File: config.mk
export PLATFORM = sky130hd
export DESIGN_NAME = ris_top
export DESIGN_NICKNAME = d
export VERILOG_FILES = /design/src/logic/ris_pkg.sv /design/src/logic/ris_reval.sv /design/src/logic/ris_top.sv
export SDC_FILE = /design/constraint.sdc
export NUM_CORES = 1
export LEC_CHECK = 0
export BUFFER_PORTS_ARGS = -buffer_cell sky130_fd_sc_hd__buf_2
export CORE_MARGIN = 3
export CORE_UTILIZATION = 55
export CTS_CLUSTER_SIZE = 14
export DETAILED_ROUTE_END_ITERATION = 16
export PLACE_DENSITY = 0.77
export SKIP_CTS_REPAIR_TIMING = 1
export SLEW_MARGIN = 10
export SYNTH_ARGS = -nofsm -noshare
export SYNTH_HDL_FRONTEND = slang
export SYNTH_SLANG_ARGS = --single-unit
File: constraint.sdc
create_clock -name CLK_SYS -period 5.2 [get_ports CLK_SYS]
set_input_delay 1.04 -clock CLK_SYS [delete_from_list [all_inputs] [get_ports CLK_SYS]]
set_output_delay 1.04 -clock CLK_SYS [all_outputs]
set_load 0.03 [all_outputs]
File: src/logic/ris_pkg.sv
// register map, field layout, reset values and modes of the reference input selector
package ris_pkg;
	localparam logic [7:0] ADDR_PRIO = 8'h14;
	localparam logic [7:0] ADDR_MODE = 8'h15;
	localparam logic [7:0] ADDR_HOLD = 8'h16;
	localparam logic [7:0] ADDR_CDIV = 8'h17;
	localparam logic [7:0] RST_PRIO = 8'hE0;
	localparam logic [7:0] RST_MODE = 8'h00;
	localparam logic [7:0] RST_HOLD = 8'h80;
	localparam logic [7:0] RST_CDIV = 8'h82;
	localparam int MASK_LOR_BIT = 6;
	localparam int PREDIV_BIT = 5;
	localparam int REVERTIVE_SWITCH_ENABLE_BIT = 4;
	localparam int MODE_LSB = 2;
	localparam int TDIV_LSB = 6;
	localparam int PD_LSB = 2;
	localparam logic [7:0] MODE_WMASK = 8'h7F;
	localparam logic [7:0] CDIV_WMASK = 8'hCF;
	localparam int NUM_INPUTS = 4;
	typedef enum logic [1:0] {
		RIS_MANUAL = 2'h0,
		RIS_AUTO = 2'h1,
		RIS_HOLD_SHORT = 2'h2,
		RIS_AUTO_HOLD = 2'h3
	} ris_mode_t;
	// tick divider exponents for holdoff codes 00..11; code 10 is 2**17
	localparam int TDIV_EXP0 = 15;
	localparam int TDIV_EXP1 = 16;
	localparam int TDIV_EXP2 = 17;
	localparam int TDIV_EXP3 = 18;
	// revalidation periods per code, /1 and /4 pre-divider
	localparam logic [8:0] REVAL_D1_0 = 9'h002;
	localparam logic [8:0] REVAL_D1_1 = 9'h010;
	localparam logic [8:0] REVAL_D1_2 = 9'h020;
	localparam logic [8:0] REVAL_D1_3 = 9'h040;
	localparam logic [8:0] REVAL_D4_0 = 9'h008;
	localparam logic [8:0] REVAL_D4_1 = 9'h040;
	localparam logic [8:0] REVAL_D4_2 = 9'h080;
	localparam logic [8:0] REVAL_D4_3 = 9'h100;
endpackage : ris_pkg

File: src/logic/ris_reval.sv
// per-input revalidation counter holding the loss-of-signal flag
`timescale 1ns/1ns
module ris_reval (
	input wire logic clk,
	input wire logic rst_n,
	input wire logic los_event,
	input wire logic period_ok,
	input wire logic edge_missing,
	input wire logic [8:0] setting,
	output logic los_flag,
	output logic revalidated
);
	logic [8:0] count;
	logic [8:0] next_count;
	logic next_los_flag;
	logic next_revalidated;

	always_comb begin
		next_count = count;
		next_los_flag = los_flag;
		next_revalidated = 1'b0;
		if (los_event) begin
			next_count = setting;
			next_los_flag = 1'b1;
		end else if (los_flag && edge_missing) begin
			next_count = setting;
		end else if (los_flag && period_ok) begin
			if (count <= 9'h001) begin
				next_los_flag = 1'b0;
				next_revalidated = 1'b1;
				next_count = 9'h000;
			end else begin
				next_count = count - 9'h001;
			end
		end
	end

	always_ff @(posedge clk or negedge rst_n) begin
		if (!rst_n) begin
			count <= 9'h000;
			los_flag <= 1'b0;
			revalidated <= 1'b0;
		end else begin
			count <= next_count;
			los_flag <= next_los_flag;
			revalidated <= next_revalidated;
		end
	end
endmodule : ris_reval

File: src/logic/ris_top.sv
// reference input selector: registers, priority selection, holdoff and revalidation
`timescale 1ns/1ns
module ris_top #(
	parameter int TDIV_MAX_EXP = ris_pkg::TDIV_EXP3
) (
	input wire logic CLK_SYS,
	input wire logic RST_N,
	input wire logic [7:0] REG_ADDR,
	input wire logic [7:0] REG_WDATA,
	input wire logic REG_WR,
	output logic [7:0] REG_RDATA,
	input wire logic [3:0] LOS_EVENT,
	input wire logic [3:0] PERIOD_OK,
	input wire logic [3:0] EDGE_MISSING,
	input wire logic PLL_UNLOCK,
	output logic [1:0] REF_SELECT,
	output logic [3:0] LOS_FLAG,
	output logic [3:0] INPUT_POWER_DOWN,
	output logic LOSS_OF_LOCK,
	output logic LOCK
);
	localparam int NI = ris_pkg::NUM_INPUTS;
	logic [7:0] prio_reg;
	logic [7:0] mode_reg;
	logic [7:0] hold_reg;
	logic [7:0] cdiv_reg;
	logic [7:0] next_prio_reg;
	logic [7:0] next_mode_reg;
	logic [7:0] next_hold_reg;
	logic [7:0] next_cdiv_reg;
	logic [1:0] sel_mode;
	logic [1:0] man_sel;
	logic revertive_switch_enable_on;
	logic [8:0] reval_set;
	logic [NI-1:0] reval_done;
	logic [1:0] cur_ref;
	logic [1:0] next_cur_ref;
	logic [7:0] hold_cnt;
	logic [7:0] next_hold_cnt;
	logic hold_run;
	logic next_hold_run;
	logic [TDIV_MAX_EXP-1:0] tick_cnt;
	logic [TDIV_MAX_EXP-1:0] next_tick_cnt;
	logic [TDIV_MAX_EXP-1:0] tick_top;
	logic tick;
	logic best_valid;
	logic [1:0] best_idx;
	logic [1:0] best_pri;
	logic lor;
	logic next_lol;

	// register file
	always_comb begin
		next_prio_reg = prio_reg;
		next_mode_reg = mode_reg;
		next_hold_reg = hold_reg;
		next_cdiv_reg = cdiv_reg;
		if (REG_WR) begin
			unique case (REG_ADDR)
				ris_pkg::ADDR_PRIO: next_prio_reg = REG_WDATA;
				ris_pkg::ADDR_MODE: next_mode_reg = REG_WDATA & ris_pkg::MODE_WMASK;
				ris_pkg::ADDR_HOLD: next_hold_reg = REG_WDATA;
				ris_pkg::ADDR_CDIV: next_cdiv_reg = REG_WDATA & ris_pkg::CDIV_WMASK;
				default: ;
			endcase
		end
	end

	always_ff @(posedge CLK_SYS or negedge RST_N) begin
		if (!RST_N) begin
			prio_reg <= ris_pkg::RST_PRIO;
			mode_reg <= ris_pkg::RST_MODE;
			hold_reg <= ris_pkg::RST_HOLD;
			cdiv_reg <= ris_pkg::RST_CDIV;
		end else begin
			prio_reg <= next_prio_reg;
			mode_reg <= next_mode_reg;
			hold_reg <= next_hold_reg;
			cdiv_reg <= next_cdiv_reg;
		end
	end

	always_comb begin
		unique case (REG_ADDR)
			ris_pkg::ADDR_PRIO: REG_RDATA = prio_reg;
			ris_pkg::ADDR_MODE: REG_RDATA = mode_reg;
			ris_pkg::ADDR_HOLD: REG_RDATA = hold_reg;
			ris_pkg::ADDR_CDIV: REG_RDATA = cdiv_reg;
			default: REG_RDATA = 8'h00;
		endcase
	end

	assign sel_mode = mode_reg[ris_pkg::MODE_LSB +: 2];
	assign man_sel = mode_reg[1:0];
	assign revertive_switch_enable_on = mode_reg[ris_pkg::REVERTIVE_SWITCH_ENABLE_BIT] & sel_mode[0];
	assign INPUT_POWER_DOWN = {2'h0, cdiv_reg[ris_pkg::PD_LSB +: 2]};

	// revalidation count from code and pre-divider
	always_comb begin
		unique case ({mode_reg[ris_pkg::PREDIV_BIT], cdiv_reg[1:0]})
			3'h0: reval_set = ris_pkg::REVAL_D1_0;
			3'h1: reval_set = ris_pkg::REVAL_D1_1;
			3'h2: reval_set = ris_pkg::REVAL_D1_2;
			3'h3: reval_set = ris_pkg::REVAL_D1_3;
			3'h4: reval_set = ris_pkg::REVAL_D4_0;
			3'h5: reval_set = ris_pkg::REVAL_D4_1;
			3'h6: reval_set = ris_pkg::REVAL_D4_2;
			default: reval_set = ris_pkg::REVAL_D4_3;
		endcase
	end

	for (genvar i = 0; i < NI; i++) begin : g_reval
		ris_reval u_reval (
			.clk(CLK_SYS),
			.rst_n(RST_N),
			.los_event(LOS_EVENT[i]),
			.period_ok(PERIOD_OK[i]),
			.edge_missing(EDGE_MISSING[i]),
			.setting(reval_set),
			.los_flag(LOS_FLAG[i]),
			.revalidated(reval_done[i])
		);
	end

	// best available input; strict greater keeps lower index on ties
	always_comb begin
		best_valid = 1'b0;
		best_idx = 2'h0;
		best_pri = 2'h0;
		for (int i = 0; i < NI; i++) begin
			if (!LOS_FLAG[i] && (!best_valid ||
				prio_reg[7-2*i -: 2] > best_pri)) begin
				best_valid = 1'b1;
				best_idx = 2'(i);
				best_pri = prio_reg[7-2*i -: 2];
			end
		end
	end

	// tick divider only meaningful in auto-with-holdover
	always_comb begin
		unique case (cdiv_reg[ris_pkg::TDIV_LSB +: 2])
			2'h0: tick_top = TDIV_MAX_EXP'((64'h1 << ris_pkg::TDIV_EXP0) - 64'h1);
			2'h1: tick_top = TDIV_MAX_EXP'((64'h1 << ris_pkg::TDIV_EXP1) - 64'h1);
			2'h2: tick_top = TDIV_MAX_EXP'((64'h1 << ris_pkg::TDIV_EXP2) - 64'h1);
			default: tick_top = TDIV_MAX_EXP'((64'h1 << ris_pkg::TDIV_EXP3) - 64'h1);
		endcase
	end

	assign tick = hold_run && (tick_cnt >= tick_top);

	always_comb begin
		next_cur_ref = cur_ref;
		next_hold_run = hold_run;
		next_hold_cnt = hold_cnt;
		next_tick_cnt = tick_run_inc(tick_cnt, hold_run, tick);
		unique case (ris_pkg::ris_mode_t'(sel_mode))
			ris_pkg::RIS_MANUAL, ris_pkg::RIS_HOLD_SHORT: begin
				next_cur_ref = man_sel;
				next_hold_run = 1'b0;
				next_hold_cnt = hold_reg;
			end
			ris_pkg::RIS_AUTO: begin
				next_hold_run = 1'b0;
				next_hold_cnt = hold_reg;
				if (LOS_FLAG[cur_ref] && best_valid) begin
					next_cur_ref = best_idx;
				end else if (revertive_switch_enable_on && |(reval_done & ~(4'h1 << cur_ref)) && best_valid &&
					best_pri > prio_reg[7-2*cur_ref -: 2]) begin
					next_cur_ref = best_idx;
				end
			end
			ris_pkg::RIS_AUTO_HOLD: begin
				if (LOS_FLAG[cur_ref] && !hold_run) begin
					next_hold_run = 1'b1;
					next_hold_cnt = hold_reg;
				end else if (hold_run && tick) begin
					if (hold_cnt <= 8'h01) begin
						next_hold_cnt = hold_reg;
						next_hold_run = 1'b0;
						if (LOS_FLAG[cur_ref] && best_valid) begin
							next_cur_ref = best_idx;
						end
					end else begin
						next_hold_cnt = hold_cnt - 8'h01;
					end
				end else if (!LOS_FLAG[cur_ref] && hold_run) begin
					next_hold_run = 1'b0;
					next_hold_cnt = hold_reg;
				end
				if (!hold_run && revertive_switch_enable_on && |(reval_done & ~(4'h1 << cur_ref)) &&
					best_valid && best_pri > prio_reg[7-2*cur_ref -: 2]) begin
					next_cur_ref = best_idx;
				end
			end
		endcase
	end

	function automatic logic [TDIV_MAX_EXP-1:0] tick_run_inc(
		input logic [TDIV_MAX_EXP-1:0] c,
		input logic run,
		input logic t
	);
		if (!run || t) return '0;
		return c + TDIV_MAX_EXP'(1);
	endfunction : tick_run_inc

	assign lor = LOS_FLAG[cur_ref];
	assign next_lol = PLL_UNLOCK | (lor & ~mode_reg[ris_pkg::MASK_LOR_BIT]);

	always_ff @(posedge CLK_SYS or negedge RST_N) begin
		if (!RST_N) begin
			cur_ref <= 2'h0;
			hold_run <= 1'b0;
			hold_cnt <= ris_pkg::RST_HOLD;
			tick_cnt <= '0;
			LOSS_OF_LOCK <= 1'b0;
		end else begin
			cur_ref <= next_cur_ref;
			hold_run <= next_hold_run;
			hold_cnt <= next_hold_cnt;
			tick_cnt <= next_tick_cnt;
			LOSS_OF_LOCK <= next_lol;
		end
	end

	assign REF_SELECT = cur_ref;
	assign LOCK = ~LOSS_OF_LOCK;
endmodule : ris_top

## Yosys cells after proc, flatten, opt, wreduce, memory -nomap -nowiden

Cells that the tools add are included.

| storage, ports and cells | value |
|---|---|
| output and inout bits | 20 |
| memories | 0 |
| bits of input ports | 32 |
| word-level logic and storage cells | 222 |
| memory bits (read-only) | 0 |
| register bits after elaboration | 103 |
| memory bits (writable) | 0 |
| bits in latches | 0 |

| cells by class | value |
|---|---|
| multiply operators | 0 |
| divide/modulo/power cells | 0 |
| equal/unequal tests | 26 |
| mux-type cells | 85 |
| shift operators | 2 |
| add/sub/neg operators | 7 |
| reductions and logical operators | 63 |
| order comparisons | 11 |
| bitwise operators | 7 |

Operators by type and width:

| operator | count |
|---|---|
| $mux W9 | 16 |
| $pmux W18 S3 | 1 |
| $pmux W9 S6 | 1 |
| $mux W1 | 43 |
| $le A9 B1 Y1 const B | 4 |
| $mux W18 | 2 |
| $sub A9 B1 Y9 const B | 4 |
| $shiftx A9 B33 Y2 | 1 |
| $eq A8 B5 Y1 const B | 4 |
| $mux W8 | 4 |
| $pmux W8 S4 | 1 |
| $mux W2 | 13 |
| $logic_and A1 B1 Y1 | 23 |
| $add A18 B1 Y18 const B | 1 |
| $ge A18 B18 Y1 | 1 |
| $pmux W8 S2 | 1 |
| $reduce_bool A2 Y1 | 8 |
| $ne A3 B3 Y1 const B | 5 |
| $reduce_and A3 Y1 | 4 |
| $reduce_bool A3 Y1 | 4 |
| $reduce_and A2 Y1 | 5 |
| $eq A3 B3 Y1 const B | 3 |
| $gt A2 B2 Y1 | 4 |
| $le A8 B1 Y1 const B | 1 |
| other kinds (26) | 47 |

## Longest topological paths before layout

| logic depth | value |
|---|---|
| word-level depth | 20 |
| mapped depth | 27 |
| mapped depth without buffers | 27 |

## Modules after synthesis

A second synthesis with hierarchy kept.

| unflattened totals | value |
|---|---|
| cell total of the unflattened synthesis | 639 |
| area, all modules | 6451.2 um^2 |

Modules (own cells, without submodules):

| module | cells each | area each (um^2) | seq. area each (um^2) | instances |
|---|---|---|---|---|
| ris_top | 351 | 3608.5 | 1485.2 | 1 |
| ris_reval | 72 | 710.7 | 275.3 | 4 |

## Worst setup path after synthesis

OpenSTA, ideal clock, no wires.

| timing path | value |
|---|---|
| path kind | register to register |
| from | reg g_reval[0].u_reval.los_flag |
| to | reg cur_ref[1] (netlist: REF_SELECT[1]) |
| data required time | 5.075 ns |
| arrival | 4.852 ns |
| stages on the path, launching flop included | 27 |
| setup time | 0.125 ns |
| clock period less this slack | 4.977 ns |
| slack | 0.223 ns |
| buffers on the path | 1 |
| cell sequence | dfrtp_1 clkbuf_1 nor2b_1 ha_1 nor2b_1 a2bb2oi_1 o21a_1 mux2i_1 inv_1 ha_1 nor2_1 a221o_1 o21ai_0 nor4_1 nor2_1 ha_1 nand2_1 o21ai_0 a21oi_1 mux2i_1 ha_1 nor2b_1 o2111ai_1 a21oi_1 o211ai_1 o211a_1 mux2_4 |

| on the way | value |
|---|---|
| longest elaborated chain between the ends | 19 |
| elaborated cells between the ends (all ways) | 44 |
| classes of those cells | order compare: 4; eq/ne: 5; mux: 20; reduce/logical: 15 |

Ends and longest elaborated chain:

| element | line | source |
|---|---|---|
| start: declaration | ris_reval.sv:10 | `output logic los_flag,` |
| start signal: assignment | ris_reval.sv:45 | `los_flag <= next_los_flag;` |
| $mux W2 | ris_top.sv:131 | `if (!LOS_FLAG[i] && (!best_valid \|\|` |
| $gt A2 B2 Y1 | ris_top.sv:132 | `prio_reg[7-2*i -: 2] > best_pri)) begin` |
| $logic_or A1 B1 Y1 | ris_top.sv:131 |  |
| $logic_and A1 B1 Y1 | ris_top.sv:131 |  |
| $mux W2 / $mux W1 (equally long branches) | ris_top.sv:131 |  |
| $gt A2 B2 Y1 / $logic_not A1 Y1 (equally long branches) | ris_top.sv:132, ris_top.sv:131 |  |
| $logic_or A1 B1 Y1 | ris_top.sv:131 |  |
| $logic_and A1 B1 Y1 | ris_top.sv:131 |  |
| [... 3 more ...] | n/a |  |
| $logic_and A1 B1 Y1 | ris_top.sv:131 |  |
| $mux W2 | ris_top.sv:131 |  |
| $mux W2 | ris_top.sv:181 | `if (LOS_FLAG[cur_ref] && best_valid) begin` |
| $mux W2 | ris_top.sv:178 | `if (hold_cnt <= 8'h01) begin` |
| $mux W2 | ris_top.sv:177 | `end else if (hold_run && tick) begin` |
| $mux W2 | ris_top.sv:174 | `if (LOS_FLAG[cur_ref] && !hold_run) begin` |
| $mux W2 | ris_top.sv:191 | `if (!hold_run && revertive_switch_enable_on && \|(reval_done & ~(4'h1 << cur_ref)) &&` |
| $pmux W2 S3 | ris_top.sv:157 | `unique case (ris_pkg::ris_mode_t'(sel_mode))` |
| end signal: assignment | ris_top.sv:219 | `cur_ref <= next_cur_ref;` |
| end: declaration | ris_top.sv:36 | `logic [1:0] cur_ref;` |

Several ways; a longest one is shown, not always the timed one. The select of a mux whose other input is x is not followed.
A chain may end at the register's enable or synchronous reset.

## Worst setup path after layout

| timing path | value |
|---|---|
| from | reg prio_reg[7] |
| to | reg cur_ref[1] (netlist: REF_SELECT[1]) |

| on the way | value |
|---|---|
| longest elaborated chain between the ends | 19 |
| elaborated cells between the ends (all ways) | 41 |
| classes of those cells | order compare: 4; eq/ne: 5; shift: 1; mux: 17; reduce/logical: 14 |

Ends and longest elaborated chain:

| element | line | source |
|---|---|---|
| start: declaration | ris_top.sv:23 | `logic [7:0] prio_reg;` |
| start signal: assignment | ris_top.sv:71 | `prio_reg <= ris_pkg::RST_PRIO;` |
| start signal: assignment | ris_top.sv:76 | `prio_reg <= next_prio_reg;` |
| $mux W2 | ris_top.sv:131 |  |
| $gt A2 B2 Y1 | ris_top.sv:132 |  |
| $logic_or A1 B1 Y1 | ris_top.sv:131 |  |
| $logic_and A1 B1 Y1 | ris_top.sv:131 |  |
| $mux W2 / $mux W1 (equally long branches) | ris_top.sv:131 |  |
| $gt A2 B2 Y1 / $logic_not A1 Y1 (equally long branches) | ris_top.sv:132, ris_top.sv:131 |  |
| $logic_or A1 B1 Y1 | ris_top.sv:131 |  |
| $logic_and A1 B1 Y1 | ris_top.sv:131 |  |
| [... 3 more ...] | n/a |  |
| $logic_and A1 B1 Y1 | ris_top.sv:131 |  |
| $mux W2 | ris_top.sv:131 |  |
| $mux W2 | ris_top.sv:181 |  |
| $mux W2 | ris_top.sv:178 |  |
| $mux W2 | ris_top.sv:177 |  |
| $mux W2 | ris_top.sv:174 |  |
| $mux W2 | ris_top.sv:191 |  |
| $pmux W2 S3 | ris_top.sv:157 |  |

Several ways; a longest one is shown, not always the timed one. The select of a mux whose other input is x is not followed.

==> results by group <==
Pwr
  • Sw frac: between 30% and 40%
  • PwrDens: 280 nW/um^2
  • Combinational power share: between 20% and 30%
  • Int Pwr: about 1.2 mW
  • Max VDD drop: approximately 0.00018 V
  • LEAKAGE: between 3 and 4 nW
  • Clock Power Share: about a quarter
  • NetSw: approximately 0.64 mW
  • Total power: approximately 1.9 mW
  • Seq pwr share: roughly half

Synthesis
  • Cells after Synth: between 600 and 700
  • Area contributors post-synth: dfrtp_1 (39%), mux2_2 (5.4%), nor2_1 (4.7%)
  • Post-synth cell types: 67
  • Avg Inst Size Synth: 9.48 um^2
  • Syn. warnings: 0
  • Yosys top cell area share: 39.4%
  • EDFF count, synth: 0
  • Post-synthesis async set-or-reset flop share: 100%
  • Largest area contributor in the netlist: dfrtp_1
  • Sequential area share after synthesis: a little over two fifths
  • Synth Register Bits: a little over 100
  • Top FF cell, synth: dfrtp_1
  • Syn Std Cell Area: 6100 um^2

Worst hold path
  • Worst hold path class: register to register

Route
  • Vias: around 5,000
  • Routed length per instance: between 15 and 20 um
  • Drt first pass iters: 5
  • # DRC: 0
  • Drt via density: between 6 and 7
  • Initial DRC count: 404
  • Post-route ant nets: 0
  • Post-Route WL: 14,200 um

Cells and area
  • Layout area overhead: 10.3%
  • Net count, final: 740
  • Fillers: around 850
  • Largest registers: g_reval.u_reval.count: 36 flops, tick_cnt: 18 flops
  • Reg with most FFs: g_reval.u_reval.count
  • Layout cells sized above 1: between 20% and 30%
  • Max reg flops: 36
  • Post-layout instance area: a little under 7000 um^2
  • Antenna fix cells: 0

Global route
  • Most used routing layer: met2
  • Pin count of the biggest net entering global routing: 60
  • First-pass GRT wire length: 23,400 um
  • Met1 global-route usage: roughly 30%
  • Antenna violations before repair: 0
  • Met2 usage: between 30% and 40%
  • Vias in the first global route: around 5,000
  • Grt ovf: 0
  • Met3 usage: roughly 4.6%
  • Gr usage total: between 20% and 30%

Critical path
  • Critical Path RT: between 5 and 6 ns
  • R2R cell count: 25
  • FF-to-FF End: REF_SELECT[1]$_DFFE_PN0P_
  • CP startpoint kind: register
  • Critical path's slowest cell: dfstp_2
  • Reg2Reg Launch Point: prio_reg[7]$_DFFE_PN1P_
  • R2r setup slk: approximately 0.15 ns
  • CP bufs+invs: 1
  • Crit path launch: prio_reg[7]$_DFFE_PN1P_
  • Setup Crit Path Kind: register to register
  • Top Family by Delay on Critical Path: compound AO/OA/AOI/OAI gates
  • CP Capture Type: register
  • Worst setup endpoint: REF_SELECT[1]$_DFFE_PN0P_
  • Arr. time, crit path: around 5.3 ns
  • CP max stage delay: just under 0.6 ns
  • CP Max Fanout: 4
  • Critical Path Stages: 25

Floorplanning
  • Die Area: 12,400 um^2
  • Die height: about 110 um
  • # IOs: 52
  • Initial core utilization: a little under 60%
  • Die W: around 110 um
  • Core ar.: between 10,000 and 15,000 um^2
  • Site Rows: 37

Timing
  • Period minus WS final: roughly 5.0 ns
  • Fin. max-slew vios: 0
  • Crit share post-route: a little over nine tenths
  • Final hold vios: 0
  • Final TNS setup: 0 ns
  • # setup viols final: 0
  • Clk_skew: between 0.006 and 0.007 ns
  • Worst-margin pin slew: between 0.8 and 0.9 ns
  • Final Hold Slack: just over 0.5 ns
  • Fmax: approximately 200 MHz
  • Relative slew slack: between 40% and 50%

Clocking
  • Clk_lat worst skew: about 0.37 ns
  • Clock sink count: 103
  • Clock-pin slew on the worst setup and hold paths: approximately 0.090 ns
  • Root Driver: clkbuf_8
  • Deepest clock path buffer count: 2
  • CTS Buf Count: 9
  • H-tree depth: 3
  • CTS tree: yes

Flow run
  • Number of max-cap violations: 0

Place
  • Area post-placement: between 6000 and 7000 um^2
  • Post-DP HPWL: a little over 10,000 um
  • RePlAce Congestion: roughly 0.89
  • Port bufs: slightly below 50

Run status
  • Status: finished clean
-- power by group through the flow --
stage / combinational [mW] / clock, mW / sequential (mW)
final: 0.456 / 0.461 / 0.964
after global routing: 0.520 / 0.502 / 0.976
after CTS: 0.441 / 0.475 / 0.960
after detailed placement: 0.440 / 0 / 0.975
after global placement: 0.422 / 0 / 0.970
after floorplan: 0.342 / 0 / 0.950
-- cells in the mapped netlist (3+ instances only) --
cell	instances
and2_1	8
nor3_1	21
buf_4	8
a21o_1	5
o21ai_0	48
dfrtp_1	96
o2bb2a_1	4
mux2_2	29
nor4_1	18
a21oi_1	23
nand3_1	27
nor2b_1	9
mux4_2	8
or3_1	9
nand2b_1	5
nand2_1	47
nand4_1	6
xor2_1	9
a31oi_1	3
ha_1	21
o221ai_1	7
a221o_1	5
o21bai_1	3
or4_1	3
clkbuf_1	16
xnor2_1	9
inv_1	31
mux2i_1	12
nor3b_1	4
a21boi_0	4
o2111ai_1	3
o211ai_1	9
dfstp_2	7
nand3b_1	3
o22ai_1	3
o31a_1	3
and3_1	4
nor2_1	76
-- routing by layer --
| metal | wire, um | vias to the layer above | share of wire (%) |
|---|---|---|---|
| li1 | - | 2422 | - |
| met1 | 6110 | 2471 | 43 |
| met2 | 7130 | 128 | 50 |
| met3 | 684 | 25 | 4.8 |
| met4 | 255 | 0 | 1.8 |
| met5 | 0 | - | 0 |
-- per-stage QoR --
| step | util [%] | setup WS, ns | instances |
|---|---|---|---|
| 6_report | 63.7 | 0.150 | 828 |
| 5_1_grt | 63.7 | -0.0725 | 828 |
| 4_1_cts | 62.5 | -0.133 | 823 |
| 3_5_place_dp | 60.9 | -0.0719 | 807 |
| 3_3_place_gp | 60.9 | 0.0267 | 807 |
| 2_1_floorplan | - | 0.223 | 644 |
-- layout make-up --
| type | instances | area [um^2] | share of cell area [%] |
|---|---|---|---|
| clock buffer | 12 | 145 | 2.16 |
| inverter | 32 | 120 | 1.79 |
| tap | 136 | 170 | 2.53 |
| multi-input combinational | 482 | 3350 | 49.8 |
| clock inverter | 4 | 31.3 | 0.465 |
| sequential | 103 | 2590 | 38.4 |
| timing repair buffer | 59 | 323 | 4.80 |
-- cells by family after synthesis --
family,count (synthesis),synth area share [%]
AND/OR/NAND/NOR,250,20.4
XOR/XNOR,18,2.59
multiplexers,50,10.5
other,1,0.0615
buffers and inverters,59,4.14
adder cells (fa/ha/maj),21,4.31
AO/OA/AOI/OAI,141,15.6
flip-flops,103,42.4
-- worst reg2reg max path: cells and delay by family (launching register included) --
family,cells,cell delay [ns]
AND/OR/NAND/NOR,7,0.92
flip-flops,1,0.58
buffers and inverters,1,0.10
AO/OA/AOI/OAI,10,1.57
adder cells (fa/ha/maj),4,1.16
multiplexers,3,0.63
-- layout by cell type, fill, tap and decap left out, types with 11 or more instances in the layout --
master | netlist | final
nor4_1 | 18 | 17
nand2_1 | 47 | 45
buf_4 | 8 | 11
mux2_2 | 29 | 29
mux2i_1 | 12 | 12
nand3_1 | 27 | 27
ha_1 | 21 | 19
o21ai_0 | 48 | 46
nor3_1 | 21 | 21
nor2_1 | 76 | 75
a21oi_1 | 23 | 21
buf_2 | 1 | 48
dfrtp_1 | 96 | 96
inv_1 | 31 | 31
-- how the worst min path moves through the flow --
| stage | startpoint | endpoint | cells after the start |
|---|---|---|---|
| 5_1_grt | g_reval[2].u_reval.count[4]$_DFFE_PN0P_ | g_reval[2].u_reval.count[4]$_DFFE_PN0P_ | 2 |
| 2_1_floorplan | mode_reg[6]$_DFFE_PN0P_ | LOSS_OF_LOCK$_DFF_PN0_ | 1 |
| 3_5_place_dp | g_reval[2].u_reval.count[4]$_DFFE_PN0P_ | g_reval[2].u_reval.count[4]$_DFFE_PN0P_ | 2 |
| 4_1_cts | tick_cnt[0]$_DFF_PN0_ | tick_cnt[0]$_DFF_PN0_ | 1 |
| 6_report | tick_cnt[0]$_DFF_PN0_ | tick_cnt[0]$_DFF_PN0_ | 1 |
| 3_3_place_gp | g_reval[2].u_reval.count[4]$_DFFE_PN0P_ | g_reval[2].u_reval.count[4]$_DFFE_PN0P_ | 2 |
Power figures use the tool's default switching activity.
